$ cat config.mk
export PLATFORM = sky130hd
export DESIGN_NAME = amb_bank
export DESIGN_NICKNAME = d
export VERILOG_FILES = /design/src/rtl/amb_pkg.sv /design/src/rtl/amb_mask_reg.sv /design/src/rtl/amb_bank.sv
export SDC_FILE = /design/constraint.sdc
export NUM_CORES = 1
export LEC_CHECK = 0
export ABC_AREA = 1
export BUFFER_PORTS_ARGS = -buffer_cell sky130_fd_sc_hd__buf_2
export CAP_MARGIN = 5
export CORE_AREA = 4 4 126 68
export DETAILED_ROUTE_END_ITERATION = 16
export DIE_AREA = 0 0 130 72
export PLACE_DENSITY = 0.79
export SLEW_MARGIN = 5
export SYNTH_ARGS = -nofsm -noshare
export SYNTH_HDL_FRONTEND = slang
export SYNTH_SLANG_ARGS = --single-unit
export TNS_END_PERCENT = 100
$ cat constraint.sdc
create_clock -name clk -period 1.64 [get_ports clk]
set_input_delay 0.328 -clock clk [delete_from_list [all_inputs] [get_ports clk]]
set_output_delay 0.328 -clock clk [all_outputs]
set_load 0.02 [all_outputs]
$ cat src/rtl/amb_pkg.sv
/*
  alert mask bank package: command codes, sub-codes, writable bit
  layouts and the carrier struct for the four status categories.
  assumes nothing of its surroundings.
*/
package amb_pkg;

  localparam logic [7:0] AMB_CMD_ALERT_MASK = 8'h1b;
  localparam logic [7:0] AMB_PHASE_ALL      = 8'hff;

  localparam int AMB_NCAT = 4;
  localparam int AMB_IDX_VOUT = 0;
  localparam int AMB_IDX_IOUT = 1;
  localparam int AMB_IDX_INP  = 2;
  localparam int AMB_IDX_TEMP = 3;

  // sub-codes that pick a category (register offsets)
  localparam logic [7:0] AMB_SUB_VOUT = 8'h7a;
  localparam logic [7:0] AMB_SUB_IOUT = 8'h7b;
  localparam logic [7:0] AMB_SUB_INP  = 8'h7c;
  localparam logic [7:0] AMB_SUB_TEMP = 8'h7d;

  // field positions, output-voltage category
  localparam int AMB_B_OUT_OVERVOLT_FAULT  = 7;
  localparam int AMB_B_OUT_OVERVOLT_WARN   = 6;
  localparam int AMB_B_OUT_UNDERVOLT_WARN  = 5;
  localparam int AMB_B_OUT_UNDERVOLT_FAULT = 4;
  localparam int AMB_B_OUT_LIMIT_RANGE     = 3;
  localparam int AMB_B_TURN_ON_TIMEOUT     = 2;
  // output-current category
  localparam int AMB_B_OVERCURRENT_FAULT   = 7;
  localparam int AMB_B_OVERCURRENT_WARN    = 5;
  localparam int AMB_B_UNDERCURRENT_FAULT  = 4;
  // input category
  localparam int AMB_B_INPUT_LOW           = 3;
  // temperature category
  localparam int AMB_B_OVERTEMP_FAULT      = 7;
  localparam int AMB_B_OVERTEMP_WARN       = 6;

  // writable bits of each mask, indexed by category
  localparam logic [7:0] AMB_WR_VOUT = 8'hfc;
  localparam logic [7:0] AMB_WR_IOUT = 8'hb0;
  localparam logic [7:0] AMB_WR_INP  = 8'h08;
  localparam logic [7:0] AMB_WR_TEMP = 8'hc0;
  localparam logic [AMB_NCAT-1:0][7:0] AMB_WR_MASKS =
    {AMB_WR_TEMP, AMB_WR_INP, AMB_WR_IOUT, AMB_WR_VOUT};

  // value of every mask before the nonvolatile load lands
  localparam logic [7:0] AMB_MASK_RST = 8'h00;

  // one byte per category; index 0 is the lowest byte
  typedef struct packed {
    logic [7:0] temp;
    logic [7:0] inp;
    logic [7:0] iout;
    logic [7:0] vout;
  } amb_cat_t;

endpackage

$ cat src/rtl/amb_mask_reg.sv
/*
  one category mask: loads from nonvolatile storage, takes host writes,
  and only ever holds its writable bits.
  assumes load and write are one-cycle pulses from the owning bank.
*/
`timescale 1ns/1ps
module amb_mask_reg #(
  parameter logic [7:0] WR_MASK = 8'hff
) (
  input  wire logic       clk,
  input  wire logic       nrst,
  input  wire logic       load,
  input  wire logic [7:0] load_val,
  input  wire logic       wr,
  input  wire logic [7:0] wr_val,
  output logic      [7:0] mask_q
);

  // read-only bits are cut here so no path can ever read them as set
  always_ff @(posedge clk or negedge nrst) begin
    if (!nrst) begin
      mask_q <= amb_pkg::AMB_MASK_RST;
    end else if (wr) begin
      mask_q <= wr_val & WR_MASK;
    end else if (load) begin
      mask_q <= load_val & WR_MASK;
    end
  end

endmodule

$ cat src/rtl/amb_bank.sv
/*
  alert mask bank: four category masks behind the alert mask command,
  written by word write, read by one-byte process call, gating the
  status conditions onto the alert request.
  assumes an upstream bus engine that decodes transactions into the
  one-cycle request pulses below, and a status block that owns the
  status bits and samples them unmasked.
*/
`timescale 1ns/1ps
module amb_bank (
  input  wire logic             clk,
  input  wire logic             nrst,
  input  wire logic [7:0]       phase,
  input  wire logic             wr_req,
  input  wire logic [7:0]       wr_cmd,
  input  wire logic [7:0]       wr_lo,
  input  wire logic [7:0]       wr_hi,
  input  wire logic             rd_req,
  input  wire logic [7:0]       rd_cmd,
  input  wire logic [7:0]       rd_sub,
  input  wire logic             nvm_load,
  input  wire amb_pkg::amb_cat_t nvm_masks,
  input  wire amb_pkg::amb_cat_t status,
  output logic                  wr_done,
  output logic                  wr_nack,
  output logic                  rd_ack,
  output logic                  rd_nack,
  output logic      [7:0]       rd_data,
  output amb_pkg::amb_cat_t     mask_view,
  output amb_pkg::amb_cat_t     alert_src,
  output logic                  alert_req
);

  typedef enum logic [2:0] {
    AMB_LD_WAIT = 3'b001,
    AMB_LD_GO   = 3'b010,
    AMB_LD_DONE = 3'b100
  } amb_ld_t;

  // sub-code decode, shared by the write and the read path
  function automatic logic [2:0] amb_sub_idx(input logic [7:0] sub);
    logic [2:0] r;
    r = 3'b000;
    unique case (sub)
      amb_pkg::AMB_SUB_VOUT: r = 3'b100;
      amb_pkg::AMB_SUB_IOUT: r = 3'b101;
      amb_pkg::AMB_SUB_INP:  r = 3'b110;
      amb_pkg::AMB_SUB_TEMP: r = 3'b111;
      default:               r = 3'b000;
    endcase
    return r;
  endfunction

  amb_ld_t                    ld_q;
  logic                       ld_pulse;
  logic [2:0]                 wr_sel;
  logic [2:0]                 rd_sel;
  logic                       phase_ok;
  logic                       wr_hit;
  logic                       rd_hit;
  logic [amb_pkg::AMB_NCAT-1:0][7:0] masks;
  logic [amb_pkg::AMB_NCAT-1:0][7:0] nvm_vec;
  logic [amb_pkg::AMB_NCAT-1:0][7:0] stat_vec;
  logic [amb_pkg::AMB_NCAT-1:0][7:0] src_vec;
  logic [7:0]                 vout_alert_mask;
  logic [7:0]                 iout_alert_mask;
  logic [7:0]                 input_alert_mask;
  logic [7:0]                 temperature_alert_mask;
  logic                       mask_out_overvolt_fault;
  logic                       mask_out_overvolt_warn;
  logic                       mask_out_undervolt_warn;
  logic                       mask_out_undervolt_fault;
  logic                       mask_out_limit_range;
  logic                       mask_turn_on_timeout;
  logic                       mask_overcurrent_fault;
  logic                       mask_overcurrent_warn;
  logic                       mask_undercurrent_fault;
  logic                       mask_input_low;
  logic                       mask_overtemp_fault;
  logic                       mask_overtemp_warn;
  logic [7:0]                 vout_fields;
  logic [7:0]                 iout_fields;
  logic [7:0]                 input_fields;
  logic [7:0]                 temp_fields;
  logic [amb_pkg::AMB_NCAT-1:0][7:0] fld_vec;

  assign nvm_vec  = nvm_masks;
  assign stat_vec = status;
  assign phase_ok = (phase == amb_pkg::AMB_PHASE_ALL);
  assign wr_sel   = amb_sub_idx(wr_lo);
  assign rd_sel   = amb_sub_idx(rd_sub);
  assign wr_hit   = wr_req && (wr_cmd == amb_pkg::AMB_CMD_ALERT_MASK) &&
                    phase_ok && wr_sel[2];
  assign rd_hit   = rd_req && (rd_cmd == amb_pkg::AMB_CMD_ALERT_MASK) &&
                    phase_ok && rd_sel[2];

  // the storage is caught on the second edge after release, never under reset,
  // so the asynchronous reset only ever loads a constant
  always_ff @(posedge clk or negedge nrst) begin
    if (!nrst) begin
      ld_q <= AMB_LD_WAIT;
    end else begin
      unique case (ld_q)
        AMB_LD_WAIT: ld_q <= AMB_LD_GO;
        AMB_LD_GO:   ld_q <= AMB_LD_DONE;
        AMB_LD_DONE: ld_q <= AMB_LD_DONE;
        default:     ld_q <= AMB_LD_WAIT;
      endcase
    end
  end

  // a later restore from storage reuses the same load path
  assign ld_pulse = (ld_q == AMB_LD_GO) || nvm_load;

  genvar gi;
  generate
    for (gi = 0; gi < amb_pkg::AMB_NCAT; gi++) begin : g_cat
      amb_mask_reg #(
        .WR_MASK (amb_pkg::AMB_WR_MASKS[gi])
      ) u_mask (
        .clk      (clk),
        .nrst     (nrst),
        .load     (ld_pulse),
        .load_val (nvm_vec[gi]),
        .wr       (wr_hit && (wr_sel[1:0] == 2'(gi))),
        .wr_val   (wr_hi),
        .mask_q   (masks[gi])
      );
      // status passes in unchanged; the mask only drops its vote
      assign src_vec[gi] = stat_vec[gi] & ~fld_vec[gi];
    end
  endgenerate

  // register bytes as the host names them
  assign vout_alert_mask        = masks[amb_pkg::AMB_IDX_VOUT];
  assign iout_alert_mask        = masks[amb_pkg::AMB_IDX_IOUT];
  assign input_alert_mask       = masks[amb_pkg::AMB_IDX_INP];
  assign temperature_alert_mask = masks[amb_pkg::AMB_IDX_TEMP];

  // one name per writable field
  assign mask_out_overvolt_fault =
    vout_alert_mask[amb_pkg::AMB_B_OUT_OVERVOLT_FAULT];
  assign mask_out_overvolt_warn =
    vout_alert_mask[amb_pkg::AMB_B_OUT_OVERVOLT_WARN];
  assign mask_out_undervolt_warn =
    vout_alert_mask[amb_pkg::AMB_B_OUT_UNDERVOLT_WARN];
  assign mask_out_undervolt_fault =
    vout_alert_mask[amb_pkg::AMB_B_OUT_UNDERVOLT_FAULT];
  assign mask_out_limit_range =
    vout_alert_mask[amb_pkg::AMB_B_OUT_LIMIT_RANGE];
  assign mask_turn_on_timeout =
    vout_alert_mask[amb_pkg::AMB_B_TURN_ON_TIMEOUT];
  assign mask_overcurrent_fault =
    iout_alert_mask[amb_pkg::AMB_B_OVERCURRENT_FAULT];
  assign mask_overcurrent_warn =
    iout_alert_mask[amb_pkg::AMB_B_OVERCURRENT_WARN];
  assign mask_undercurrent_fault =
    iout_alert_mask[amb_pkg::AMB_B_UNDERCURRENT_FAULT];
  assign mask_input_low =
    input_alert_mask[amb_pkg::AMB_B_INPUT_LOW];
  assign mask_overtemp_fault =
    temperature_alert_mask[amb_pkg::AMB_B_OVERTEMP_FAULT];
  assign mask_overtemp_warn =
    temperature_alert_mask[amb_pkg::AMB_B_OVERTEMP_WARN];

  // the read path and the alert gate see only these rebuilt bytes, so
  // an unsupported position reads zero even if the storage were widened
  always_comb begin
    vout_fields  = 8'h00;
    iout_fields  = 8'h00;
    input_fields = 8'h00;
    temp_fields  = 8'h00;
    vout_fields[amb_pkg::AMB_B_OUT_OVERVOLT_FAULT] = mask_out_overvolt_fault;
    vout_fields[amb_pkg::AMB_B_OUT_OVERVOLT_WARN] = mask_out_overvolt_warn;
    vout_fields[amb_pkg::AMB_B_OUT_UNDERVOLT_WARN] = mask_out_undervolt_warn;
    vout_fields[amb_pkg::AMB_B_OUT_UNDERVOLT_FAULT] = mask_out_undervolt_fault;
    vout_fields[amb_pkg::AMB_B_OUT_LIMIT_RANGE] = mask_out_limit_range;
    vout_fields[amb_pkg::AMB_B_TURN_ON_TIMEOUT] = mask_turn_on_timeout;
    iout_fields[amb_pkg::AMB_B_OVERCURRENT_FAULT] = mask_overcurrent_fault;
    iout_fields[amb_pkg::AMB_B_OVERCURRENT_WARN] = mask_overcurrent_warn;
    iout_fields[amb_pkg::AMB_B_UNDERCURRENT_FAULT] = mask_undercurrent_fault;
    input_fields[amb_pkg::AMB_B_INPUT_LOW] = mask_input_low;
    temp_fields[amb_pkg::AMB_B_OVERTEMP_FAULT] = mask_overtemp_fault;
    temp_fields[amb_pkg::AMB_B_OVERTEMP_WARN] = mask_overtemp_warn;
  end

  assign fld_vec = {temp_fields, input_fields, iout_fields, vout_fields};

  // write answer: done or refused, one cycle after the request
  always_ff @(posedge clk or negedge nrst) begin
    if (!nrst) begin
      wr_done <= 1'b0;
      wr_nack <= 1'b0;
    end else begin
      wr_done <= wr_hit;
      wr_nack <= wr_req && !wr_hit;
    end
  end

  // read answer; refused reads return zero rather than a stale byte
  always_ff @(posedge clk or negedge nrst) begin
    if (!nrst) begin
      rd_ack  <= 1'b0;
      rd_nack <= 1'b0;
      rd_data <= 8'h00;
    end else begin
      rd_ack  <= rd_hit;
      rd_nack <= rd_req && !rd_hit;
      if (rd_req) begin
        rd_data <= rd_hit ? fld_vec[rd_sel[1:0]] : 8'h00;
      end
    end
  end

  // gating follows the mask registers directly, so a write changes
  // the alert vote on the next edge with no regulation pause
  always_ff @(posedge clk or negedge nrst) begin
    if (!nrst) begin
      alert_src <= '0;
      alert_req <= 1'b0;
      mask_view <= '0;
    end else begin
      alert_src <= src_vec;
      alert_req <= |src_vec;
      mask_view <= fld_vec;
    end
  end

endmodule

After elaboration in Yosys (flattened, before gate mapping)
Cells that the tools add are included.
Widths: inputs -> output; s select.

operators by class
  $lt $le $gt $ge = 1
  equality and inequality tests = 17
  mux-type cells = 14
  bitwise gates (word level) = 8
  reductions and logical operators = 22

operators with widths
  cell                number
  $eq 8x7->1 const B  8
  $mux 8              8
  $and 8x8->8         4
  $reduce_or 32->1    1
  $not 8->8           3
  $pmux 3 s4          2
  $bmux 8 s2          1
  $eq 8x5->1 const B  2
  $logic_and 1x1->1   12
  $eq 8x8->1 const B  1
  $mux 4              2
  $not 4->8           1
  $reduce_bool 2->1   4
  $pmux 3 s2          1
  $eq 2x2->1 const B  2
  $eq 3x1->1 const B  1
  $eq 3x2->1 const B  1
  $eq 3x3->1 const B  1
  $lt 2x3->1 const B  1
  $eq 2x1->1 const B  1
  $logic_not 1->1     2
  $logic_not 2->1     1
  $reduce_or 2->1     1
  $logic_or 1x1->1    1

word-level totals
  bits in registers = 88
  output and inout bits = 77

Logic depth before layout (Yosys ltp)
Gate-level depths: netlist (run 1).

  depth after elaboration = 6
  mapped depth = 11
  gate-level depth less buffers = 10

Modules after synthesis
From an unflattened synthesis (run 1), not the netlist that was laid out.

unflattened totals
  cell total of the unflattened synthesis = 360
  area total of the unflattened synthesis = 3,148.0 um2

modules (own cells, without submodules)
  module                          instances  cells each  area each (um2)  sequential area each (um2)
  amb_bank                        1          264         2,419.8          1,452.6
  amb_mask_reg (g_cat[0].u_mask)  1          36          289.0            150.1
  amb_mask_reg (g_cat[1].u_mask)  1          23          178.9            75.1
  amb_mask_reg (g_cat[3].u_mask)  1          19          143.9            50.0
  amb_mask_reg (g_cat[2].u_mask)  1          18          116.4            25.0

Worst setup path before layout (run 1)
OpenSTA, ideal clock, no wires.

  kind = reg-to-reg
  from = register ld_q[0]
  to = register g_cat[0].u_mask.mask_q[2]
  data arrival time = 1.194 ns
  required time = 1.574 ns
  path slack = 0.380 ns
  cell stages (with the launch flop) = 8
  period minus slack after synthesis = 1.260 ns
  path through = dfstp_2 > inv_2 > nand2_1 > nand2_1 > inv_1 > clkbuf_1 > nand3_1 > nand2_1

between the ends
  cells in the longest elaborated chain, start to end = 3

RTL lines
  item                                RTL line            RTL
  from (decl)                         amb_bank.sv:54      amb_ld_t ld_q;
  from (signal assigned)              amb_bank.sv:101     ld_q <= AMB_LD_WAIT;
  from (signal assigned)              amb_bank.sv:104     AMB_LD_WAIT: ld_q <= AMB_LD_GO;
  from (signal assigned)              amb_bank.sv:105     AMB_LD_GO: ld_q <= AMB_LD_DONE;
  $eq 3x2->1                          amb_bank.sv:113     assign ld_pulse = (ld_q == AMB_LD_GO) || nvm_load;
  $logic_or 1x1->1                    amb_bank.sv:113
  $reduce_bool 2->1 (no source line)  n/a
  to (signal assigned)                amb_mask_reg.sv:22  mask_q <= amb_pkg::AMB_MASK_RST;
  to (signal assigned)                amb_mask_reg.sv:24  mask_q <= wr_val & WR_MASK;
  to (signal assigned)                amb_mask_reg.sv:26  mask_q <= load_val & WR_MASK;
  to (decl)                           amb_mask_reg.sv:16  output logic [7:0] mask_q

Every way passes these cells.
A chain may end at the register's enable or synchronous reset.

Worst setup path in the final report (run 1)
  from = input wr_cmd[5]
  to = register g_cat[0].u_mask.mask_q[3]

between the ends
  cells in the longest elaborated chain, start to end = 6
  elaborated cells on any way between the ends = 7

RTL lines
  item                                                RTL line         RTL
  from (decl)                                         amb_bank.sv:15   input wire logic [7:0] wr_cmd,
  $eq 8x5->1 (*)                                      amb_bank.sv:92   assign wr_hit = wr_req && (wr_cmd == amb_pkg::AMB_CMD_ALERT_MASK) &&
  $logic_and 1x1->1 (*) (2 in a row)                  amb_bank.sv:92
  $logic_and 1x1->1 (*)                               amb_bank.sv:93   phase_ok && wr_sel[2];
  $logic_and 1x1->1 (*)                               amb_bank.sv:125  .wr (wr_hit && (wr_sel[1:0] == 2'(gi))),
  $mux 8 / $reduce_bool 2->1 (equally long branches)  n/a

Every way passes the cells marked *; elsewhere a longest branch is shown, timed or not.

==> results.cfg, run 1 <==
[worst_setup_path]
crit_chain = buf_2 -> inv_1 -> nand2_1 -> nor2_1 -> nand3_1 -> nor2_4 -> nand3_2 -> nand2_1 -> nand2_1 -> nand2_1
start_kind = input pin
cp_data_arrival_time_ns = 1.54
worst-r2r-setup-slack_ns = 0.37
cp_slowest_stage_delay_ns = 0.29
rr_startpoint = ld_q[0]
slowest_stage = nor2_4
worst_r2r_path_depth = 8
crit_family = simple AND/OR/NAND/NOR gates
critical_path.max_fanout = 15
r2r_end = g_cat[0].u_mask.mask_q[3]
cpMostUsedCell = nand2_1
end_kind = register
crit_start = wr_cmd[5]
criticalPathCategory = in -> reg
critical_path_buf_inv_count = 2
crit_required_ns = 1.89

[placed_design]
dp_hpwl_microns = 6750
port_buffers = 149
gp_congestion = 0.911
placedCellCount = 609

[clocking]
cts-resized-gates = 0
cts_buffers = 9
cts_max_path_buffers = 2
cts_sinks = 70
cts.clk_slew.worst_paths_ns = 0.06
cts_tree = yes
cts_root_buf = clkbuf_16
cts_setup_buffers = 0
cts_hold_buf = 0
ctsHtreeMaxLevel = 3
insertion_delay_ns = 0.32

[global_route]
grt_max_degree = 71
grt_pass1_vias = 2773
grt_usage = 0.178
grt-ovfl-total = 0
antenna_found_initial = 0
grt_pass1_wl_microns = 12800

[timing]
hold_ws_ns = 0.0110
final-setup-viol-count = 0
min_period_ns = 1.28
rsz0062_at_grt = false
fin_setup_tns_ns = 0
period_share = 0.782
skew_ns = 0.00422
slew_viol_final = 0
fmax_mhz = 780
hold_viol = 0

[finish]
syn2layout_area_growth_pct = 35.6
layout_common_cells = buf_2 (149), nand2_1 (113), dfrtp_1 (69), inv_1 (47), nand3_1 (29)
instances_no_fill = 625
antenna_cells = 0
final_common_cell = buf_2
drive_gt1_frac = 0.358
fin_nets = 637

[routing]
vias = 2840
dr.pass1.iters = 4
postRouteAntennaNets = 0
viasPerCell = 4.54
post-route-drc-count = 0
drt_wl_total_microns = 8210
wl_per_cell_microns = 13.1
drt-initial-drc-count = 158

[floorplan]
dieArea_sq_um = 9360
ios = 194
fp.dieW_microns = 130
num_rows = 23
core_sq_um = 7600
die_h_microns = 72
initial_core_util = 0.410

[synth]
synth.avg_cell_area_sq_um = 8.65
ys_ff_latch = 70
netlist_instances = 360
synth-main-ff-cell = dfrtp_1
ys_types = 26
synth_edf_count = 0
yosysSeqAreaShare = 0.563
synth_area_sq_um = 3110
yosys_warnings = 0
synthArstFlopShare = 1.00

[pwr]
p_per_area_nw_per_um2 = 1030
ir_drop_uv = 582
power_leakage_nw = 2.47

[run]
maxCapViolCount = 0

[min_path]
min_path_type = in -> async

[outcome]
status = complete, no violations
[registers in the layout, indices dropped and copies added, names as in the netlist]
| name | count |
|---|---|
| mask_view | 12 |
| rd_ack | 1 |
| alert_req | 1 |
| rd_nack | 1 |
| rd_data | 6 |
| wr_done | 1 |
| g_cat.u_mask.mask_q | 12 |
| ld_q | 3 |
| alert_src | 32 |
| wr_nack | 1 |
[final cells by class]
cell class              count  area, sq um
well taps                 100          125
flip-flops and latches     70         1750
fillers                   704         3380
inverters                  51          191
multi-input cells         233         1050
clock inverters             7         73.8
clock buffers               9          225
repair buffers            155          803
[cell usage after synthesis (2+ instances only)]
cell	instances	share of area
o21ai_0	3	0.0048
clkbuf_1	2	0.0024
nand2_1	113	0.14
or2_2	4	0.0080
dfrtp_1	69	0.55
inv_1	47	0.057
buf_4	24	0.058
nor2_2	3	0.0060
nor4_1	4	0.0080
nor2_1	25	0.030
nor2_4	2	0.0072
inv_2	4	0.0048
nand4_1	14	0.028
nor3_1	4	0.0064
o22ai_1	2	0.0040
nor3b_1	2	0.0048
nand3_1	29	0.047
[power breakdown]
group          switching, mW  internal [mW]
registers             0.0594           1.83
logic                  0.363          0.205
clock network          0.704           1.18
[how the worst max path moves through the flow]
stage	to	slack [ns]	cells after the start
after floorplan	g_cat[0].u_mask.mask_q[2]	0.38	7
after global routing	g_cat[0].u_mask.mask_q[5]	0.23	9
after CTS	g_cat[0].u_mask.mask_q[3]	0.37	8
after global placement	g_cat[0].u_mask.mask_q[3]	0.09	9
final	g_cat[0].u_mask.mask_q[3]	0.36	10
after detailed placement	g_cat[0].u_mask.mask_q[4]	0.05	9
[cells by family (layout without fill, tap and decap cells)]
family,count (synthesis),count (layout),share of synthesized area
DFF,70,70,0.563
AOI/OAI and AO/OA,8,8,0.0185
buffers and inverters,78,222,0.125
other,1,22,0.00120
and+or+nand+nor,203,203,0.292
[routing by layer]
layer | up-vias | track usage | routed length [microns]
met3 | 2 | 0.0669 | 908
li1 | 1402 | - | -
met5 | - | 0 | 0
met2 | 136 | 0.290 | 3660
met1 | 1300 | 0.229 | 3610
met4 | 0 | 0.0380 | 23
[through the flow]
step / power [mW] / utilization / worst slack (ns) / area (sq um)
floorplan: 2.22 / - / 0.380 / 3190
global placement: 2.48 / 0.516 / 0.0870 / 3920
detailed placement: 2.50 / 0.516 / 0.0495 / 3920
CTS: 4.40 / 0.556 / 0.372 / 4220
global route: 4.55 / 0.556 / 0.231 / 4220
finish: 4.34 / 0.556 / 0.357 / 4220
Power figures use the tool's default switching activity.
==> inputs of run 2 (changes only) <==
Clock period 1.64 ns to 1.2 ns, I/O delays scaled along.
==> run 2 against run 1 <==
Utilization rose by 3.5 points; critical endpoint is now g_cat[0].u_mask.mask_q[5]; global-route usage increased by 1.1 points; register-to-register slack got worse by 0.34 ns; critical path depth shrank 2; clock power rose by 42%.
==> results.cfg, run 2 (synthesis gave the netlist of run 1 again) <==
[outcome]
status = complete, no violations

[timing]
skew_ns = 0.00444
fin_setup_tns_ns = 0
period_share = 0.974
min_period_ns = 1.17
fmax_mhz = 855
hold_viol = 0
rsz0062_at_grt = true
hold_ws_ns = 0.0367
final-setup-viol-count = 0
slew_viol_final = 0

[clocking]
cts_max_path_buffers = 2
cts_tree = yes
insertion_delay_ns = 0.33
ctsHtreeMaxLevel = 3
cts_sinks = 70
cts.clk_slew.worst_paths_ns = 0.06
cts_root_buf = clkbuf_16
cts_buffers = 9

[worst_setup_path]
critical_path.max_fanout = 7
criticalPathCategory = reg -> reg
worst-r2r-setup-slack_ns = 0.03
rr_startpoint = ld_q[0]
crit_required_ns = 1.41
end_kind = register
r2r_end = g_cat[0].u_mask.mask_q[5]
cp_data_arrival_time_ns = 1.38
worst_r2r_path_depth = 8
start_kind = register

[routing]
vias = 2924
postRouteAntennaNets = 0
post-route-drc-count = 0
viasPerCell = 4.51
drt-initial-drc-count = 125
drt_wl_total_microns = 8780
wl_per_cell_microns = 13.5
dr.pass1.iters = 4

[floorplan]
num_rows = 23
core_sq_um = 7600
fp.dieW_microns = 130
dieArea_sq_um = 9360
die_h_microns = 72
initial_core_util = 0.410
ios = 194

[global_route]
grt_pass1_wl_microns = 13400
grt_pass1_vias = 2820
antenna_found_initial = 0
grt_max_degree = 71
grt_usage = 0.189
grt-ovfl-total = 0

[placed_design]
dp_hpwl_microns = 7010
place_area_sq_um = 4080
port_buffers = 149
gp_congestion = 0.880

[finish]
largest_reg_flops = 32
design_area_sq_um = 4490
drive_gt1_frac = 0.406
fin_nets = 661
final_common_cell = buf_2
reg_top3 = alert_src (32), g_cat.u_mask.mask_q (12), mask_view (12)
syn2layout_area_growth_pct = 44.1
antenna_cells = 0
largest_register = alert_src
layout_common_cells = buf_2 (148), nand2_1 (105), dfrtp_1 (69), inv_1 (45), nand3_1 (29)

[pwr]
p_per_area_nw_per_um2 = 1360
total_power_mw = 6.09
ir_drop_uv = 1050
power_leakage_nw = 2.60

[run]
maxCapViolCount = 0

[min_path]
min_path_type = in -> reg
min_path_cells = 1
holdCritStartpoint = status[23]
min_to = alert_src[23]
-- run 2: cell types whose count changed in the layout (fill, tap and decap cells not counted), moves of 2 or more --
| cell | change |
|---|---|
| buf_4 | +21 |
| nand2_1 | -8 |
| nand2_4 | +2 |
| inv_1 | -2 |
| buf_6 | +2 |
| nand2_2 | +6 |
| inv_2 | +2 |
-- run 2: timing repair --
| action | in CTS | in global routing |
|---|---|---|
| hold endpoints to repair | 69 | 0 |
| buffers inserted | 0 | 4 |
| setup endpoints to repair | 11 | 13 |
| resized for setup | 3 | 15 |
| pin swaps | 0 | 12 |
| hold buffers | 1 | 0 |
| cloned | 0 | 0 |
-- run 2: worst max-delay path, cell delays in order (launching register included) --
cell and delay, ns:
dfstp_2 0.52, inv_2 0.04, nand2_4 0.06, nand2_4 0.06
buf_6 0.14, nand2_2 0.06, nand2_2 0.05, nand2_1 0.07
nand2_1 0.05
-- run 2: routing by layer --
metal  GRT usage  routed length, microns  up-vias
met5           0                       0        -
met2       0.301                    3930      132
met3      0.0831                    1050        9
met4      0.0530                      81        0
met1       0.237                    3720     1335
li1            -                       -     1448
-- run 2: where the power goes --
part           switching, mW  leakage [nW]  internal [mW]  total [mW]
Combinational          0.527          1.60          0.326       0.853
Clock                  0.991         0.149           1.68        2.67
Sequential            0.0697         0.852           2.50        2.57
-- run 2: worst max path at each step --
stage,startpoint,to
6_report,ld_q[0],g_cat[0].u_mask.mask_q[5]
5_1_grt,ld_q[0],g_cat[0].u_mask.mask_q[5]
4_1_cts,ld_q[0],g_cat[0].u_mask.mask_q[6]
3_5_place_dp,wr_lo[7],g_cat[0].u_mask.mask_q[6]
3_3_place_gp,wr_cmd[6],g_cat[0].u_mask.mask_q[3]
2_1_floorplan,ld_q[0],g_cat[1].u_mask.mask_q[4]
-- run 2: cell type report --
| type | instances | area (sq um) |
|---|---|---|
| Clock buffer | 10 | 239 |
| Clock inverter | 6 | 68.8 |
| Fill cell | 688 | 3110 |
| Inverter | 51 | 191 |
| Multi-Input combinational cell | 233 | 1100 |
| Sequential cell | 70 | 1750 |
| Tap cell | 100 | 125 |
| Timing Repair Buffer | 179 | 1010 |
-- run 2: metrics by stage --
step                cells   util  worst slack [ns]
floorplan             381      -            0.0158
detailed placement    628  0.537            -0.217
CTS                   645  0.580          -0.00172
global route          649  0.591           -0.0364
finish                649  0.591            0.0308
global placement      628  0.537            -0.147
